==> config.mk <==
export PLATFORM = sky130hd
export DESIGN_NAME = vgc_regs
export DESIGN_NICKNAME = d
export VERILOG_FILES = /design/src/hdl/vgc_pkg.sv /design/src/hdl/vgc_attr_mem.sv /design/src/hdl/vgc_regs.sv
export SDC_FILE = /design/constraint.sdc
export NUM_CORES = 1
export LEC_CHECK = 0
export BUFFER_PORTS_ARGS = -buffer_cell sky130_fd_sc_hd__clkbuf_2
export CORE_MARGIN = 1
export CORE_UTILIZATION = 50
export DETAILED_ROUTE_END_ITERATION = 6
export PLACE_DENSITY = 0.8
export SLEW_MARGIN = 0
export SYNTH_ARGS = -nofsm -noshare
export SYNTH_HDL_FRONTEND = slang
export SYNTH_SLANG_ARGS = --single-unit
==> constraint.sdc <==
create_clock -name CLK -period 2.8 [get_ports CLK]
set_clock_uncertainty 0.1 [all_clocks]
set_input_delay 0.28 -clock CLK [delete_from_list [all_inputs] [get_ports CLK]]
set_output_delay 0.28 -clock CLK [all_outputs]
set_load 0.02 [all_outputs]
==> src/hdl/vgc_pkg.sv <==
// Purpose: shared constants and carriers for the legacy graphics/attribute register block
// Assumes: byte-wide indexed I/O cycles, one system clock
// Notes: all port addresses, indexes and field positions live here
package vgc_pkg;
  // i/o port addresses
  localparam logic [15:0] GFX_INDEX_PORT = 16'h03CE;
  localparam logic [15:0] GFX_DATA_PORT = 16'h03CF;
  localparam logic [15:0] ATTR_WRITE_PORT = 16'h03C0;
  localparam logic [15:0] ATTR_READ_PORT = 16'h03C1;
  localparam logic [15:0] STATUS_MONO_PORT = 16'h03BA;
  localparam logic [15:0] STATUS_COLOR_PORT = 16'h03DA;
  // graphics register indexes
  localparam logic [7:0] IDX_MISC_GFX = 8'h06;
  localparam logic [7:0] IDX_COLOR_IGNORE = 8'h07;
  localparam logic [7:0] IDX_BIT_MASK = 8'h08;
  localparam logic [7:0] IDX_PAGING_CTRL = 8'h10;
  localparam logic [7:0] IDX_PAGE_SEL = 8'h11;
  localparam logic [7:0] IDX_SCRATCH = 8'h18;
  // writable bit masks, reserved bits read zero
  localparam logic [7:0] MISC_GFX_MASK = 8'h0F;
  localparam logic [7:0] COLOR_IGNORE_MASK = 8'h0F;
  localparam logic [7:0] PAGING_CTRL_MASK = 8'hF7;
  localparam logic [7:0] PAGE_SEL_MASK = 8'h7F;
  localparam logic [7:0] ATTR_INDEX_MASK = 8'h3F;
  localparam logic [7:0] REG_RESET = 8'h00;
  // field positions
  localparam int MISC_GFX_MODE_BIT = 0;
  localparam int MISC_CHAIN_BIT = 1;
  localparam int MISC_MAP_LSB = 2;
  localparam int PAGING_EN_BIT = 0;
  localparam int PAGING_TGT_LSB = 1;
  localparam int ATTR_VIDEO_EN_BIT = 5;
  localparam int ATTR_MODE_GFX_BIT = 0;
  // memory map codes
  localparam logic [1:0] MAP_FULL = 2'h0;
  localparam logic [1:0] MAP_A_ONLY = 2'h1;
  localparam logic [1:0] MAP_B0 = 2'h2;
  localparam logic [1:0] MAP_B8 = 2'h3;
  localparam logic [1:0] TGT_GFX_MEM = 2'h0;
  // aperture prefixes on cpu address bits
  localparam logic [2:0] AP_FULL_TOP = 3'h5;
  localparam logic [3:0] AP_A_TOP = 4'hA;
  localparam logic [4:0] AP_B0_TOP = 5'h16;
  localparam logic [4:0] AP_B8_TOP = 5'h17;
  // attribute controller
  localparam int ATTR_DEPTH = 21;
  localparam logic [4:0] ATTR_LAST_PALETTE = 5'h0F;
  localparam logic [4:0] ATTR_MODE_IDX = 5'h10;
  localparam logic [7:0] DISP_BLANK = 8'h00;

  typedef enum logic [0:0] {ATTR_AT_INDEX = 1'b0, ATTR_AT_DATA = 1'b1} vgc_attr_ff_t;

  typedef struct packed {
    logic [15:0] addr;
    logic wr;
    logic rd;
    logic [7:0] wdata;
  } vgc_io_req_t;

  typedef struct packed {
    logic valid;
    logic [19:0] addr;
  } vgc_mem_req_t;
endpackage : vgc_pkg

==> src/hdl/vgc_attr_mem.sv <==
// Purpose: storage for the attribute controller registers
// Assumes: one write port, one read port, read data registered
// Notes: read address is sampled every cycle
`timescale 1ns/10ps
`default_nettype none
module vgc_attr_mem #(
  parameter int DEPTH = 21,
  parameter int AW = 5,
  parameter int DW = 8
) (
  input wire logic clk,
  input wire logic arst_n,
  input wire logic we,
  input wire logic [AW-1:0] waddr,
  input wire logic [DW-1:0] wdata,
  input wire logic [AW-1:0] raddr,
  output logic [DW-1:0] rdata_q
);
  logic [DW-1:0] mem [DEPTH];
  logic [DW-1:0] rdata_d;

  always_comb begin
    rdata_d = '0;
    if (int'(raddr) < DEPTH) begin
      rdata_d = mem[raddr];
    end
  end

  always_ff @(posedge clk) begin
    if (we && int'(waddr) < DEPTH) begin
      mem[waddr] <= wdata;
    end
  end

  always_ff @(posedge clk or negedge arst_n) begin
    if (!arst_n) begin
      rdata_q <= '0;
    end else begin
      rdata_q <= rdata_d;
    end
  end
endmodule : vgc_attr_mem
`default_nettype wire

==> src/hdl/vgc_regs.sv <==
// Purpose: graphics misc/mask/paging registers and attribute index/data port
// Assumes: one-cycle i/o strobes synchronous to CLK, answers one cycle later to every read except status reads
// Notes: attribute storage is not reset
`timescale 1ns/10ps
`default_nettype none
module vgc_regs #(
  parameter int ADDR_W = 32
) (
  // clock and reset
  input wire logic CLK,
  input wire logic ARST_N,
  // i/o port
  input wire vgc_pkg::vgc_io_req_t IO_REQ,
  output logic [7:0] IO_RDATA,
  output logic IO_ACK,
  // system enables
  input wire logic PCI_MEM_EN,
  input wire logic MISC_MEM_EN,
  input wire logic MISC_COLOR,
  // aperture cycles
  input wire vgc_pkg::vgc_mem_req_t MEM_REQ,
  input wire logic [ADDR_W-1:0] STOLEN_BASE,
  output logic MEM_HIT,
  output logic [ADDR_W-1:0] MEM_ADDR,
  output logic MEM_PLANE_ODD,
  // read compare and write merge
  input wire logic READ_MODE1,
  input wire logic [3:0] COLOR_COMPARE,
  input wire logic [31:0] PLANE_DATA,
  input wire logic [31:0] LATCH,
  input wire logic [31:0] WR_SRC,
  output logic [7:0] CMP_RESULT,
  output logic [31:0] WR_DATA,
  // display path
  input wire logic [7:0] DISP_PIX,
  output logic [7:0] DISP_OUT,
  output logic GFX_MODE,
  output logic ATTR_GFX_MODE
);
  import vgc_pkg::*;

  ////////////////////////////////////////////////////////////////////////////////
  // i/o decode
  logic gfx_idx_wr, gfx_dat_wr, gfx_dat_rd, gfx_idx_rd;
  logic attr_wr, attr_idx_rd, attr_dat_rd, status_rd;
  assign gfx_idx_wr = IO_REQ.wr && IO_REQ.addr == GFX_INDEX_PORT;
  assign gfx_idx_rd = IO_REQ.rd && IO_REQ.addr == GFX_INDEX_PORT;
  assign gfx_dat_wr = IO_REQ.wr && IO_REQ.addr == GFX_DATA_PORT;
  assign gfx_dat_rd = IO_REQ.rd && IO_REQ.addr == GFX_DATA_PORT;
  assign attr_wr = IO_REQ.wr && IO_REQ.addr == ATTR_WRITE_PORT;
  assign attr_idx_rd = IO_REQ.rd && IO_REQ.addr == ATTR_WRITE_PORT;
  assign attr_dat_rd = IO_REQ.rd && IO_REQ.addr == ATTR_READ_PORT;
  assign status_rd = IO_REQ.rd &&
    IO_REQ.addr == (MISC_COLOR ? STATUS_COLOR_PORT : STATUS_MONO_PORT);

  ////////////////////////////////////////////////////////////////////////////////
  // graphics registers
  logic [7:0] gidx_q, gidx_d, misc_q, misc_d, ign_q, ign_d, mask_q, mask_d;
  logic [7:0] pgc_q, pgc_d, pgs_q, pgs_d, scr_q, scr_d;

  always_comb begin
    gidx_d = gidx_q;
    misc_d = misc_q;
    ign_d = ign_q;
    mask_d = mask_q;
    pgc_d = pgc_q;
    pgs_d = pgs_q;
    scr_d = scr_q;
    if (gfx_idx_wr) begin
      gidx_d = IO_REQ.wdata;
    end
    if (gfx_dat_wr) begin
      unique case (gidx_q)
        IDX_MISC_GFX: misc_d = IO_REQ.wdata & MISC_GFX_MASK;
        IDX_COLOR_IGNORE: ign_d = IO_REQ.wdata & COLOR_IGNORE_MASK;
        IDX_BIT_MASK: mask_d = IO_REQ.wdata;
        IDX_PAGING_CTRL: pgc_d = IO_REQ.wdata & PAGING_CTRL_MASK;
        IDX_PAGE_SEL: pgs_d = IO_REQ.wdata & PAGE_SEL_MASK;
        IDX_SCRATCH: scr_d = IO_REQ.wdata;
        default: ;
      endcase
    end
  end

  always_ff @(posedge CLK or negedge ARST_N) begin
    if (!ARST_N) begin
      gidx_q <= REG_RESET;
      misc_q <= REG_RESET;
      ign_q <= REG_RESET;
      mask_q <= REG_RESET;
      pgc_q <= REG_RESET;
      pgs_q <= REG_RESET;
      scr_q <= REG_RESET;
    end else begin
      gidx_q <= gidx_d;
      misc_q <= misc_d;
      ign_q <= ign_d;
      mask_q <= mask_d;
      pgc_q <= pgc_d;
      pgs_q <= pgs_d;
      scr_q <= scr_d;
    end
  end

  ////////////////////////////////////////////////////////////////////////////////
  // attribute index/data flip-flop
  vgc_attr_ff_t aff_q, aff_d;
  logic [7:0] aidx_q, aidx_d;
  logic amode_q, amode_d;
  logic [4:0] aslot;
  logic video_en, pal_slot, attr_we;
  logic [7:0] attr_rdata;
  assign aslot = aidx_q[4:0];
  assign video_en = aidx_q[ATTR_VIDEO_EN_BIT];
  assign pal_slot = aslot <= ATTR_LAST_PALETTE;
  assign attr_we = attr_wr && aff_q == ATTR_AT_DATA && !(video_en && pal_slot);

  always_comb begin
    aff_d = aff_q;
    aidx_d = aidx_q;
    amode_d = amode_q;
    if (attr_wr) begin
      unique case (aff_q)
        ATTR_AT_INDEX: begin
          aidx_d = IO_REQ.wdata & ATTR_INDEX_MASK;
          aff_d = ATTR_AT_DATA;
        end
        ATTR_AT_DATA: begin
          aff_d = ATTR_AT_INDEX;
          if (aslot == ATTR_MODE_IDX) begin
            amode_d = IO_REQ.wdata[ATTR_MODE_GFX_BIT];
          end
        end
      endcase
    end
    if (status_rd) begin
      aff_d = ATTR_AT_INDEX;
    end
  end

  always_ff @(posedge CLK or negedge ARST_N) begin
    if (!ARST_N) begin
      aff_q <= ATTR_AT_INDEX;
      aidx_q <= REG_RESET;
      amode_q <= 1'b0;
    end else begin
      aff_q <= aff_d;
      aidx_q <= aidx_d;
      amode_q <= amode_d;
    end
  end

  vgc_attr_mem #(.DEPTH(ATTR_DEPTH), .AW(5), .DW(8)) u_attr_mem (
    .clk(CLK),
    .arst_n(ARST_N),
    .we(attr_we),
    .waddr(aslot),
    .wdata(IO_REQ.wdata),
    .raddr(aslot),
    .rdata_q(attr_rdata)
  );

  ////////////////////////////////////////////////////////////////////////////////
  // read-back
  logic [7:0] rdata_q, rdata_d;
  logic ack_q, ack_d;

  always_comb begin
    rdata_d = rdata_q;
    ack_d = gfx_idx_rd || gfx_dat_rd || attr_idx_rd || attr_dat_rd;
    if (gfx_idx_rd) begin
      rdata_d = gidx_q;
    end else if (attr_idx_rd) begin
      rdata_d = aidx_q;
    end else if (attr_dat_rd) begin
      rdata_d = (video_en && pal_slot) ? REG_RESET : attr_rdata;
    end else if (gfx_dat_rd) begin
      unique case (gidx_q)
        IDX_MISC_GFX: rdata_d = misc_q;
        IDX_COLOR_IGNORE: rdata_d = ign_q;
        IDX_BIT_MASK: rdata_d = mask_q;
        IDX_PAGING_CTRL: rdata_d = pgc_q;
        IDX_PAGE_SEL: rdata_d = pgs_q;
        IDX_SCRATCH: rdata_d = scr_q;
        default: rdata_d = REG_RESET;
      endcase
    end
  end

  always_ff @(posedge CLK or negedge ARST_N) begin
    if (!ARST_N) begin
      rdata_q <= REG_RESET;
      ack_q <= 1'b0;
    end else begin
      rdata_q <= rdata_d;
      ack_q <= ack_d;
    end
  end
  assign IO_RDATA = rdata_q;
  assign IO_ACK = ack_q;

  ////////////////////////////////////////////////////////////////////////////////
  // aperture decode and address forming
  logic [1:0] map_mode, pg_tgt;
  logic map_hit, pg_en, chain;
  logic [15:0] off;
  logic hit_q, hit_d, odd_q, odd_d;
  logic [ADDR_W-1:0] maddr_q, maddr_d;
  assign map_mode = misc_q[MISC_MAP_LSB +: 2];
  assign chain = misc_q[MISC_CHAIN_BIT];
  assign pg_en = pgc_q[PAGING_EN_BIT];
  assign pg_tgt = pgc_q[PAGING_TGT_LSB +: 2];
  assign off = MEM_REQ.addr[15:0];

  always_comb begin
    unique case (map_mode)
      MAP_FULL: map_hit = MEM_REQ.addr[19:17] == AP_FULL_TOP;
      MAP_A_ONLY: map_hit = MEM_REQ.addr[19:16] == AP_A_TOP;
      MAP_B0: map_hit = MEM_REQ.addr[19:15] == AP_B0_TOP;
      MAP_B8: map_hit = MEM_REQ.addr[19:15] == AP_B8_TOP;
    endcase
  end

  always_comb begin
    hit_d = MEM_REQ.valid && map_hit && PCI_MEM_EN && MISC_MEM_EN;
    odd_d = 1'b0;
    if (pg_en) begin
      hit_d = hit_d && pg_tgt == TGT_GFX_MEM;
      maddr_d = STOLEN_BASE + ADDR_W'({pgs_q[6:0], off[15:2], 2'b00});
    end else if (chain) begin
      odd_d = off[0];
      maddr_d = STOLEN_BASE + ADDR_W'({off[0], off[14:1], off[15]});
    end else begin
      maddr_d = STOLEN_BASE + ADDR_W'(off);
    end
  end

  always_ff @(posedge CLK or negedge ARST_N) begin
    if (!ARST_N) begin
      hit_q <= 1'b0;
      odd_q <= 1'b0;
      maddr_q <= '0;
    end else begin
      hit_q <= hit_d;
      odd_q <= odd_d;
      maddr_q <= maddr_d;
    end
  end
  assign MEM_HIT = hit_q;
  assign MEM_ADDR = maddr_q;
  assign MEM_PLANE_ODD = odd_q;

  ////////////////////////////////////////////////////////////////////////////////
  // color compare, bit-mask merge, display blanking
  logic [7:0] cmp_q, cmp_d, disp_q, disp_d;
  logic [31:0] wr_q, wr_d;
  logic gfx_q, agfx_q;

  for (genvar b = 0; b < 8; b++) begin : g_bit
    logic [3:0] match;
    for (genvar p = 0; p < 4; p++) begin : g_plane
      assign match[p] = !ign_q[p] || PLANE_DATA[p*8+b] == COLOR_COMPARE[p];
      assign wr_d[p*8+b] = mask_q[b] ? WR_SRC[p*8+b] : LATCH[p*8+b];
    end
    assign cmp_d[b] = READ_MODE1 && (&match);
  end

  assign disp_d = video_en ? DISP_PIX : DISP_BLANK;

  always_ff @(posedge CLK or negedge ARST_N) begin
    if (!ARST_N) begin
      cmp_q <= REG_RESET;
      wr_q <= '0;
      disp_q <= DISP_BLANK;
      gfx_q <= 1'b0;
      agfx_q <= 1'b0;
    end else begin
      cmp_q <= cmp_d;
      wr_q <= wr_d;
      disp_q <= disp_d;
      gfx_q <= misc_d[MISC_GFX_MODE_BIT];
      agfx_q <= amode_d;
    end
  end
  assign CMP_RESULT = cmp_q;
  assign WR_DATA = wr_q;
  assign DISP_OUT = disp_q;
  assign GFX_MODE = gfx_q;
  assign ATTR_GFX_MODE = agfx_q;

  ////////////////////////////////////////////////////////////////////////////////
  // checks
  property p_map_gate;
    @(posedge CLK) disable iff (!ARST_N)
      MEM_REQ.valid && !(PCI_MEM_EN && MISC_MEM_EN) |=> !MEM_HIT;
  endproperty
  a_map_gate: assert property (p_map_gate) else $error("aperture hit without enables");

  property p_map_a_only;
    @(posedge CLK) disable iff (!ARST_N)
      map_mode == MAP_A_ONLY && MEM_REQ.addr[19:16] != AP_A_TOP |=> !MEM_HIT;
  endproperty
  a_map_a_only: assert property (p_map_a_only) else $error("hit outside A window");

  property p_page_addr;
    @(posedge CLK) disable iff (!ARST_N)
      pg_en |=> MEM_ADDR[22:16] == $past(pgs_q[6:0]) + $past(STOLEN_BASE[22:16])
        || $past(STOLEN_BASE[15:0]) != 16'h0000;
  endproperty
  a_page_addr: assert property (p_page_addr) else $error("page bits not in address");

  property p_toggle;
    @(posedge CLK) disable iff (!ARST_N)
      attr_wr && !status_rd |=> aff_q != $past(aff_q);
  endproperty
  a_toggle: assert property (p_toggle) else $error("attribute flip-flop did not toggle");

  property p_status;
    @(posedge CLK) disable iff (!ARST_N)
      status_rd |=> aff_q == ATTR_AT_INDEX;
  endproperty
  a_status: assert property (p_status) else $error("status read left flip-flop at data");

  property p_data_rd;
    @(posedge CLK) disable iff (!ARST_N)
      attr_dat_rd && !attr_wr && !status_rd |=> $stable(aff_q) ##1 IO_RDATA == $past(rdata_q);
  endproperty
  a_data_rd: assert property (p_data_rd) else $error("data read moved flip-flop");

  property p_blank;
    @(posedge CLK) disable iff (!ARST_N)
      !video_en ##1 !video_en |-> DISP_OUT == DISP_BLANK;
  endproperty
  a_blank: assert property (p_blank) else $error("display not blanked");

  property p_mask;
    @(posedge CLK) disable iff (!ARST_N)
      mask_q == REG_RESET |=> WR_DATA == $past(LATCH);
  endproperty
  a_mask: assert property (p_mask) else $error("masked bits not from latch");

  property p_cmp_mode;
    @(posedge CLK) disable iff (!ARST_N)
      !READ_MODE1 |=> CMP_RESULT == REG_RESET;
  endproperty
  a_cmp_mode: assert property (p_cmp_mode) else $error("compare outside read mode 1");

  property p_reserved;
    @(posedge CLK) disable iff (!ARST_N)
      gfx_dat_wr && gidx_q == IDX_PAGE_SEL |=> pgs_q[7] == 1'b0;
  endproperty
  a_reserved: assert property (p_reserved) else $error("reserved bit stored");
endmodule : vgc_regs
`default_nettype wire

==> metrics, run 1 <==
Max Slew Vio Count=0; Syn. warnings=0; IO buf count=285; Sw Share=0.233; cell taking the most area after synthesis=edfxtp_1; main combinational cell family by area after synthesis=multiplexers; Post-synth EDFFs=168; drt first-iter violations=1055; Max H-tree Level=2; TritonRoute pass-1 iters=5; Antenna Nets Post-Route=0; fmax=0.372 GHz; MaxCap Viol Count=0; # rows=62; antenna violations before repair=7; post-route cell area=18900 um^2; clock-pin slew on the worst setup and hold paths=0.06 ns; Simple-Gate Fraction of Synth Area=0.0831; switching pwr=2.49 mW; Die Y-Extent=173 um; #FFs+latches synth=321; area grow syn2layout=29.4%; RR Startpoint=misc_q[1]$_DFFE_PN0P_; # IOs=286; Root Buffer=clkbuf_16; worst r2r path cells=10; Netlist cell types=71; Compound-Gate Fraction of Synth Area=0.0723; min Tclk post-route=2.69 ns; unrepaired setup endpoints after global routing=false; DP Area=16800 um^2; Die W=173 um; Wirelength per Cell=21.7 um; Critical Path AT=3.02 ns; number of global-route vias before repair=approximately 11000; Max-slew headroom=0.268; CTS Sinks=321; PwrDens=566 nW/um^2; Pwr Total=10.7 mW; Hold Crit Class=primary input to flop; Internal=slightly above 8 mW; Tightest Pin Transition=about 1.1 ns; total grt overflow=0; die footprint=around 30000 um^2; layout cells sized above 1=0.374; Reg power frac=0.478; via count=10700; Worst Hold Depth=3; largest net degree at the start of global routing=67; Clock Latency Late Sink=0.52 ns; Post-synth top cells=edfxtp_1 (168), dfrtp_1 (153), mux2_2 (91); Mapped Nets=~1300; fillers=2007; first-pass GRT wire length=~63000 um; GP Congestion=0.922; Synth Instances=1038; register area=roughly 8900 um^2; Syn Std Cell Area=14600 um^2; Worst setup SP type=flop; Synth async-reset ratio=0.477; WHS Endpoint=aff_q$_DFFE_PN0P_; Data required, critical path=3.14 ns; Final Setup Violations=0; Post-Synth Adder-Cell Area=0.0233; Clock power frac=0.425; Global Route Usage Sum=0.274; CTS Buffer Depth=3; synthesized area per cell=14.1 um^2; xor/xnor share of the synthesized area=0.0402; WL final=40800 um; HP Start=IO_REQ[12]; crit-path max FO=4; Tcrit/Tclk final=0.960; CTS buffer count=34; Comb pwr share=0.097; CTS tree=built; Synth area leaders=edfxtp_1 (35%), dfrtp_1 (26%), mux2_2 (7.0%); Hold Fails Final Rpt=0; fin util=0.658; starting density of the core=0.508; Leak Pwr=approximately 7.9 nW; hpwl dp=26700 um; most frequent cell after synthesis=edfxtp_1; mux cell area share after synthesis=0.154; Multi-input gate area=5470 um^2; R2R Setup Slk=0.11 ns; status=complete, no violations; ys flop type=edfxtp_1; peak supply drop=0.000590 V; Core Area=28700 um^2; RR Endpoint=MEM_ADDR[12]$_DFF_PN0_; sequential share of the synthesized area=0.608; top-area cell type share of the netlist area=0.346; critical path endpoint category=flop; vias per inst=5.71; Crit Path Class=flop to flop; Final nets=roughly 1700; DR DRC count=0
[metrics by stage]
stage	cells	hold slack (ns)	worst slack, ns	TNS, ns
after floorplan	1038	-0.116	-0.0885	-9.99
after global placement	1718	0.191	-0.0638	-2.07
after detailed placement	1718	0.199	-0.156	-12.52
after CTS	1870	0.00767	0.0823	0
after global routing	1877	0.0331	0.00338	0
final	1878	0.0207	0.113	0
[metal layers]
metal,GRT usage,vias to the layer above,part of all wire
met3,0.0484,145,0.074
met4,0.153,0,0.055
li1,-,4765,-
met2,0.464,588,0.49
met1,0.332,5230,0.38
met5,0,-,0
[critical path: stages, from the launching register on]
cell and delay, ns:
dfrtp_1 0.35, mux2_2 0.34, ha_1 0.19, buf_4 0.13, fa_1 0.43, nand4_1 0.16, nand3_2 0.15, a21o_1 0.27
a21o_1 0.19, a21oi_1 0.17, xnor2_1 0.13
[what timing repair did]
| action | 4_1_cts | 5_1_grt |
|---|---|---|
| buffers inserted | 0 | 0 |
| hold buffers | 90 | 0 |
| gates resized for setup | 0 | 3 |
| endpoints found under the hold margin | 124 | 0 |
| setup endpoints to repair | 0 | 6 |
[logic make-up (layout without fill, tap and decap cells)]
family                     count (synthesis)  count (layout)
and+or+nand+nor                          237             237
AOI/OAI and AO/OA                        160             160
other                                      0               8
DFF                                      321             321
xor gates and xnor gates                  67              67
adders and majority gates                 26              26
buffers and inverters                     68             516
muxes                                    159             159
[layout make-up]
class	instances	area share
antenna	8	0.00106
clock buffer	44	0.0481
clock inverter	18	0.0113
inverter	15	0.00298
multi-input combinational	649	0.290
sequential	321	0.470
tap	384	0.0255
timing repair buffer	439	0.151
[how the worst max path moves through the flow]
stage	from	to	slack, ns	depth (start not counted)
6_report	misc_q[1]$_DFFE_PN0P_	MEM_ADDR[12]$_DFF_PN0_	0.11	10
5_1_grt	misc_q[1]$_DFFE_PN0P_	MEM_ADDR[16]$_DFF_PN0_	0.003	12
4_1_cts	misc_q[1]$_DFFE_PN0P_	MEM_ADDR[31]$_DFF_PN0_	0.08	10
3_5_place_dp	IO_REQ[21]	u_attr_mem.mem[1][0]$_DFFE_PP_	-0.16	10
3_3_place_gp	IO_REQ[21]	u_attr_mem.mem[13][6]$_DFFE_PP_	-0.06	10
2_1_floorplan	IO_REQ[21]	u_attr_mem.mem[17][0]$_DFFE_PP_	-0.09	8
[power groups by stage]
stage / Combinational [mW] / Sequential, mW / Clock [mW]
after detailed placement: 0.906 / 5.19 / 0
after global routing: 1.11 / 5.11 / 4.79
after global placement: 0.892 / 5.19 / 0
final: 1.04 / 5.10 / 4.54
after floorplan: 0.319 / 5.31 / 0
after CTS: 1.01 / 5.10 / 4.61
[flip-flops by register name (all words and copies together), names as in the netlist, 4 cells and up]
signal / flops
CMP_RESULT: 8
DISP_OUT: 8
pgc_q: 7
gidx_q: 8
u_attr_mem.rdata_q: 8
u_attr_mem.mem: 168
aidx_q: 6
pgs_q: 7
IO_RDATA: 8
ign_q: 4
MEM_ADDR: 32
WR_DATA: 32
scr_q: 8
mask_q: 8
[placed cells by master (no fill, tap or decap), drive strengths merged, types with 15 or more instances in the layout]
cell type,netlist,routed
clkbuf,35,328
edfxtp,168,168
dfrtp,153,153
mux2,98,98
dlygate4sd3,0,90
nand2,65,65
buf,18,65
nor2,54,54
a21oi,43,43
xor2,42,42
mux4,40,40
o21ai,31,31
xnor2,25,25
ha,24,24
and3,23,23
mux2i,21,21
inv,15,17
nand3,17,17
a31oi,15,15
nor3,15,15
Note: power is estimated with default switching activity, not from simulation.
==> run 2: changes to the inputs <==
Settings changed: CORE_MARGIN 1 to 2, SETUP_SLACK_MARGIN from default to 0.2.
==> run 2 against run 1 <==
Cell count about the same. Worst hold slack better by 0.0044 ns. Fmax up 1.7%. Sequential cell count unchanged. Global-route usage down 1.5 points. Combinational power about the same.
==> metrics, run 2 (synthesis gave the netlist of run 1 again) <==
hold_ws=0.0251 ns (was 0.0207 ns); Data required, critical path=3.10 ns (was 3.14 ns); Clock power frac=0.419 (was 0.425); delay-heaviest family, CP=compound AO/OA/AOI/OAI gates (unchanged); TritonRoute pass-1 iters=5 (unchanged); drt first-iter violations=941 (was 1055); Critical Path AT=2.94 ns (was 3.02 ns); IO buf count=285 (unchanged); Final Setup Violations=0 (unchanged); hpwl dp=26600 um (was 26700 um); DR DRC count=0 (unchanged); die footprint=30600 um^2 (was 29900 um^2); # rows=62 (unchanged); Max H-tree Level=2 (unchanged); starting density of the core=0.508 (unchanged); WL final=40300 um (was 40800 um); # IOs=286 (unchanged); Clock Latency Late Sink=0.53 ns (was 0.52 ns); clock-pin slew on the worst setup and hold paths=0.06 ns (about the same); Hold Crit Class=primary input to flop (unchanged); area grow syn2layout=31.1% (was 29.4%); Most Crowded Layer GR=met2 (unchanged); most common cell after layout, fill and taps aside=clkbuf_2 (unchanged); Wirelength per Cell=21.4 um (was 21.7 um); critical-path cell list=mux2_4 -> ha_4 -> a21oi_2 -> or3b_4 -> a311oi_2 -> o41ai_2 -> buf_4 -> o21ai_2 -> a211o_1 -> buf_4 -> xor2_1 (was mux2_2 -> ha_1 -> buf_4 -> fa_1 -> nand4_1 -> nand3_2 -> a21o_1 -> a21o_1 -> a21oi_1 -> xnor2_1); Crit Path Class=flop to flop (unchanged); PwrDens=556 nW/um^2 (was 566 nW/um^2); Die Y-Extent=175 um (was 173 um); MaxCap Viol Count=0 (unchanged); number of global-route vias before repair=11100 (about the same); total grt overflow=0 (unchanged); Tcrit/Tclk final=0.943 (was 0.960); Antenna Nets Post-Route=0 (unchanged); Max Slew Vio Count=0 (unchanged); CTS tree=built (unchanged); Pwr Total=10.6 mW (was 10.7 mW); Worst setup SP type=flop (unchanged); CTS Sinks=321 (unchanged); most frequent cells in the layout=clkbuf_2 (282), edfxtp_1 (168), dfrtp_1 (152) (was clkbuf_2 (284), edfxtp_1 (168), dfrtp_1 (152)); CTS Buffer Depth=3 (unchanged); largest net degree at the start of global routing=59 (was 67); switching pwr=2.50 mW (was 2.49 mW); Global Route Usage Sum=0.258 (was 0.274); first-pass GRT wire length=61200 um (was 62800 um); critical path endpoint category=flop (unchanged); Root Buffer=clkbuf_16 (unchanged); Leak Pwr=7.96 nW (was 7.91 nW); GP Congestion=0.905 (was 0.922); crit path max-delay cell type=dfrtp_1 (was fa_1); Max-slew headroom=0.305 (was 0.268); most flop-heavy register=u_attr_mem.mem (unchanged); Tightest Pin Transition=1.04 ns (was 1.09 ns); Internal=8.13 mW (was 8.19 mW); Largest register FFs=168 (unchanged); Final nets=1687 (was 1679); vias per inst=5.75 (was 5.71); GRT met3 Usage=0.0463 (was 0.0484); Cells after DPL=1717 (was 1718); met1 track utilization from global routing=0.322 (was 0.332); peak supply drop=0.000617 V (was 0.000590 V); Sw Share=0.235 (was 0.233); unrepaired setup endpoints after global routing=true (was false); Non-Filler Instances=1877 (was 1878); via count=10800 (was 10700); Die W=175 um (was 173 um); GR Layer Usage met2=0.446 (was 0.464); fin util=0.666 (was 0.658); WP buf/inv=2 (was 1); Hold Fails Final Rpt=0 (unchanged); crit-path max FO=5 (was 4); crit-path max cell delay=0.39 ns (was 0.43 ns); CP most frequent cell=buf_4 (was a21o_1); Reg power frac=0.480 (was 0.478); fmax=0.379 GHz (was 0.372 GHz); Comb pwr share=0.101 (was 0.097); status=complete, no violations (unchanged); layout cells sized above 1=0.400 (was 0.374); Setup TNS Final=0 ns (unchanged); Core Area=28700 um^2 (unchanged); CTS buffer count=34 (unchanged); antenna violations before repair=2 (was 7); min Tclk post-route=2.64 ns (was 2.69 ns)
-- run 2: cell count changes in the layout (fill, tap and decap cells not counted), sizes merged --
cell          delta
dlymetal6s4s     +1
clkinvlp         -1
bufinv           -1
clkinv           +1
diode            -6
clkbuf           -2
buf              +9
inv              -2
-- run 2: metal layers --
metal,routed length (um),up-vias
met5,0,-
met4,1620,0
met3,3050,118
met2,20300,572
met1,15300,5318
li1,-,4786
-- run 2: cell type report --
type	count	area (um^2)
timing repair buffer	447	2910
fill	1990	9580
sequential	321	8870
tap	384	480
inverter	15	56.3
clock buffer	44	908
multi-input combinational	649	5690
antenna	2	5.00
clock inverter	15	203
-- run 2: path summary, 6_finish.rpt --
check	slack [ns]	from	cells after the start	to
setup / recovery	0.16	misc_q[1]$_DFFE_PN0P_	11	MEM_ADDR[23]$_DFF_PN0_
hold / removal	0.03	STOLEN_BASE[18]	3	MEM_ADDR[18]$_DFF_PN0_
setup reg to reg	0.16	misc_q[1]$_DFFE_PN0P_	11	MEM_ADDR[23]$_DFF_PN0_
hold reg to reg	0.38	IO_RDATA[6]$_DFFE_PN0P_	2	IO_RDATA[6]$_DFFE_PN0P_
max in group asynchronous	1.67	ARST_N	3	aidx_q[0]$_DFFE_PN0P_
min in group asynchronous	0.20	ARST_N	2	MEM_ADDR[5]$_DFF_PN0_
-- run 2: stage by stage --
stage               setup WS (ns)  cell area, um^2
finish                      0.158            19100
global route                0.105            19100
CTS                         0.198            19000
detailed placement         -0.101            16900
global placement          -0.0604            16900
floorplan                0.000957            14700
-- run 2: what timing repair did --
item	4_1_cts	5_1_grt
endpoints found under the hold margin	114	0
buffers inserted	4	4
hold buffers	91	0
resized for setup	7	24
setup endpoints to repair	10	23
pin swaps	5	14
-- run 2: worst reg2reg max path: cells and delay by family (launching register included) --
| kind | cells | cell delay [ns] |
|---|---|---|
| mux | 1 | 0.32 |
| flops | 1 | 0.39 |
| fa+ha+maj | 1 | 0.16 |
| compound gates | 5 | 0.91 |
| simple gates | 1 | 0.15 |
| xor+xnor | 1 | 0.13 |
| buf+inv | 2 | 0.36 |
-- run 2: power groups by stage --
| stage | sequential (mW) | combinational [mW] | clock (mW) |
|---|---|---|---|
| 5_1_grt | 5.10 | 1.15 | 4.73 |
| 4_1_cts | 5.10 | 1.03 | 4.53 |
| 6_report | 5.10 | 1.07 | 4.46 |
| 3_3_place_gp | 5.19 | 0.899 | 0 |
| 2_1_floorplan | 5.31 | 0.320 | 0 |
| 3_5_place_dp | 5.19 | 0.913 | 0 |
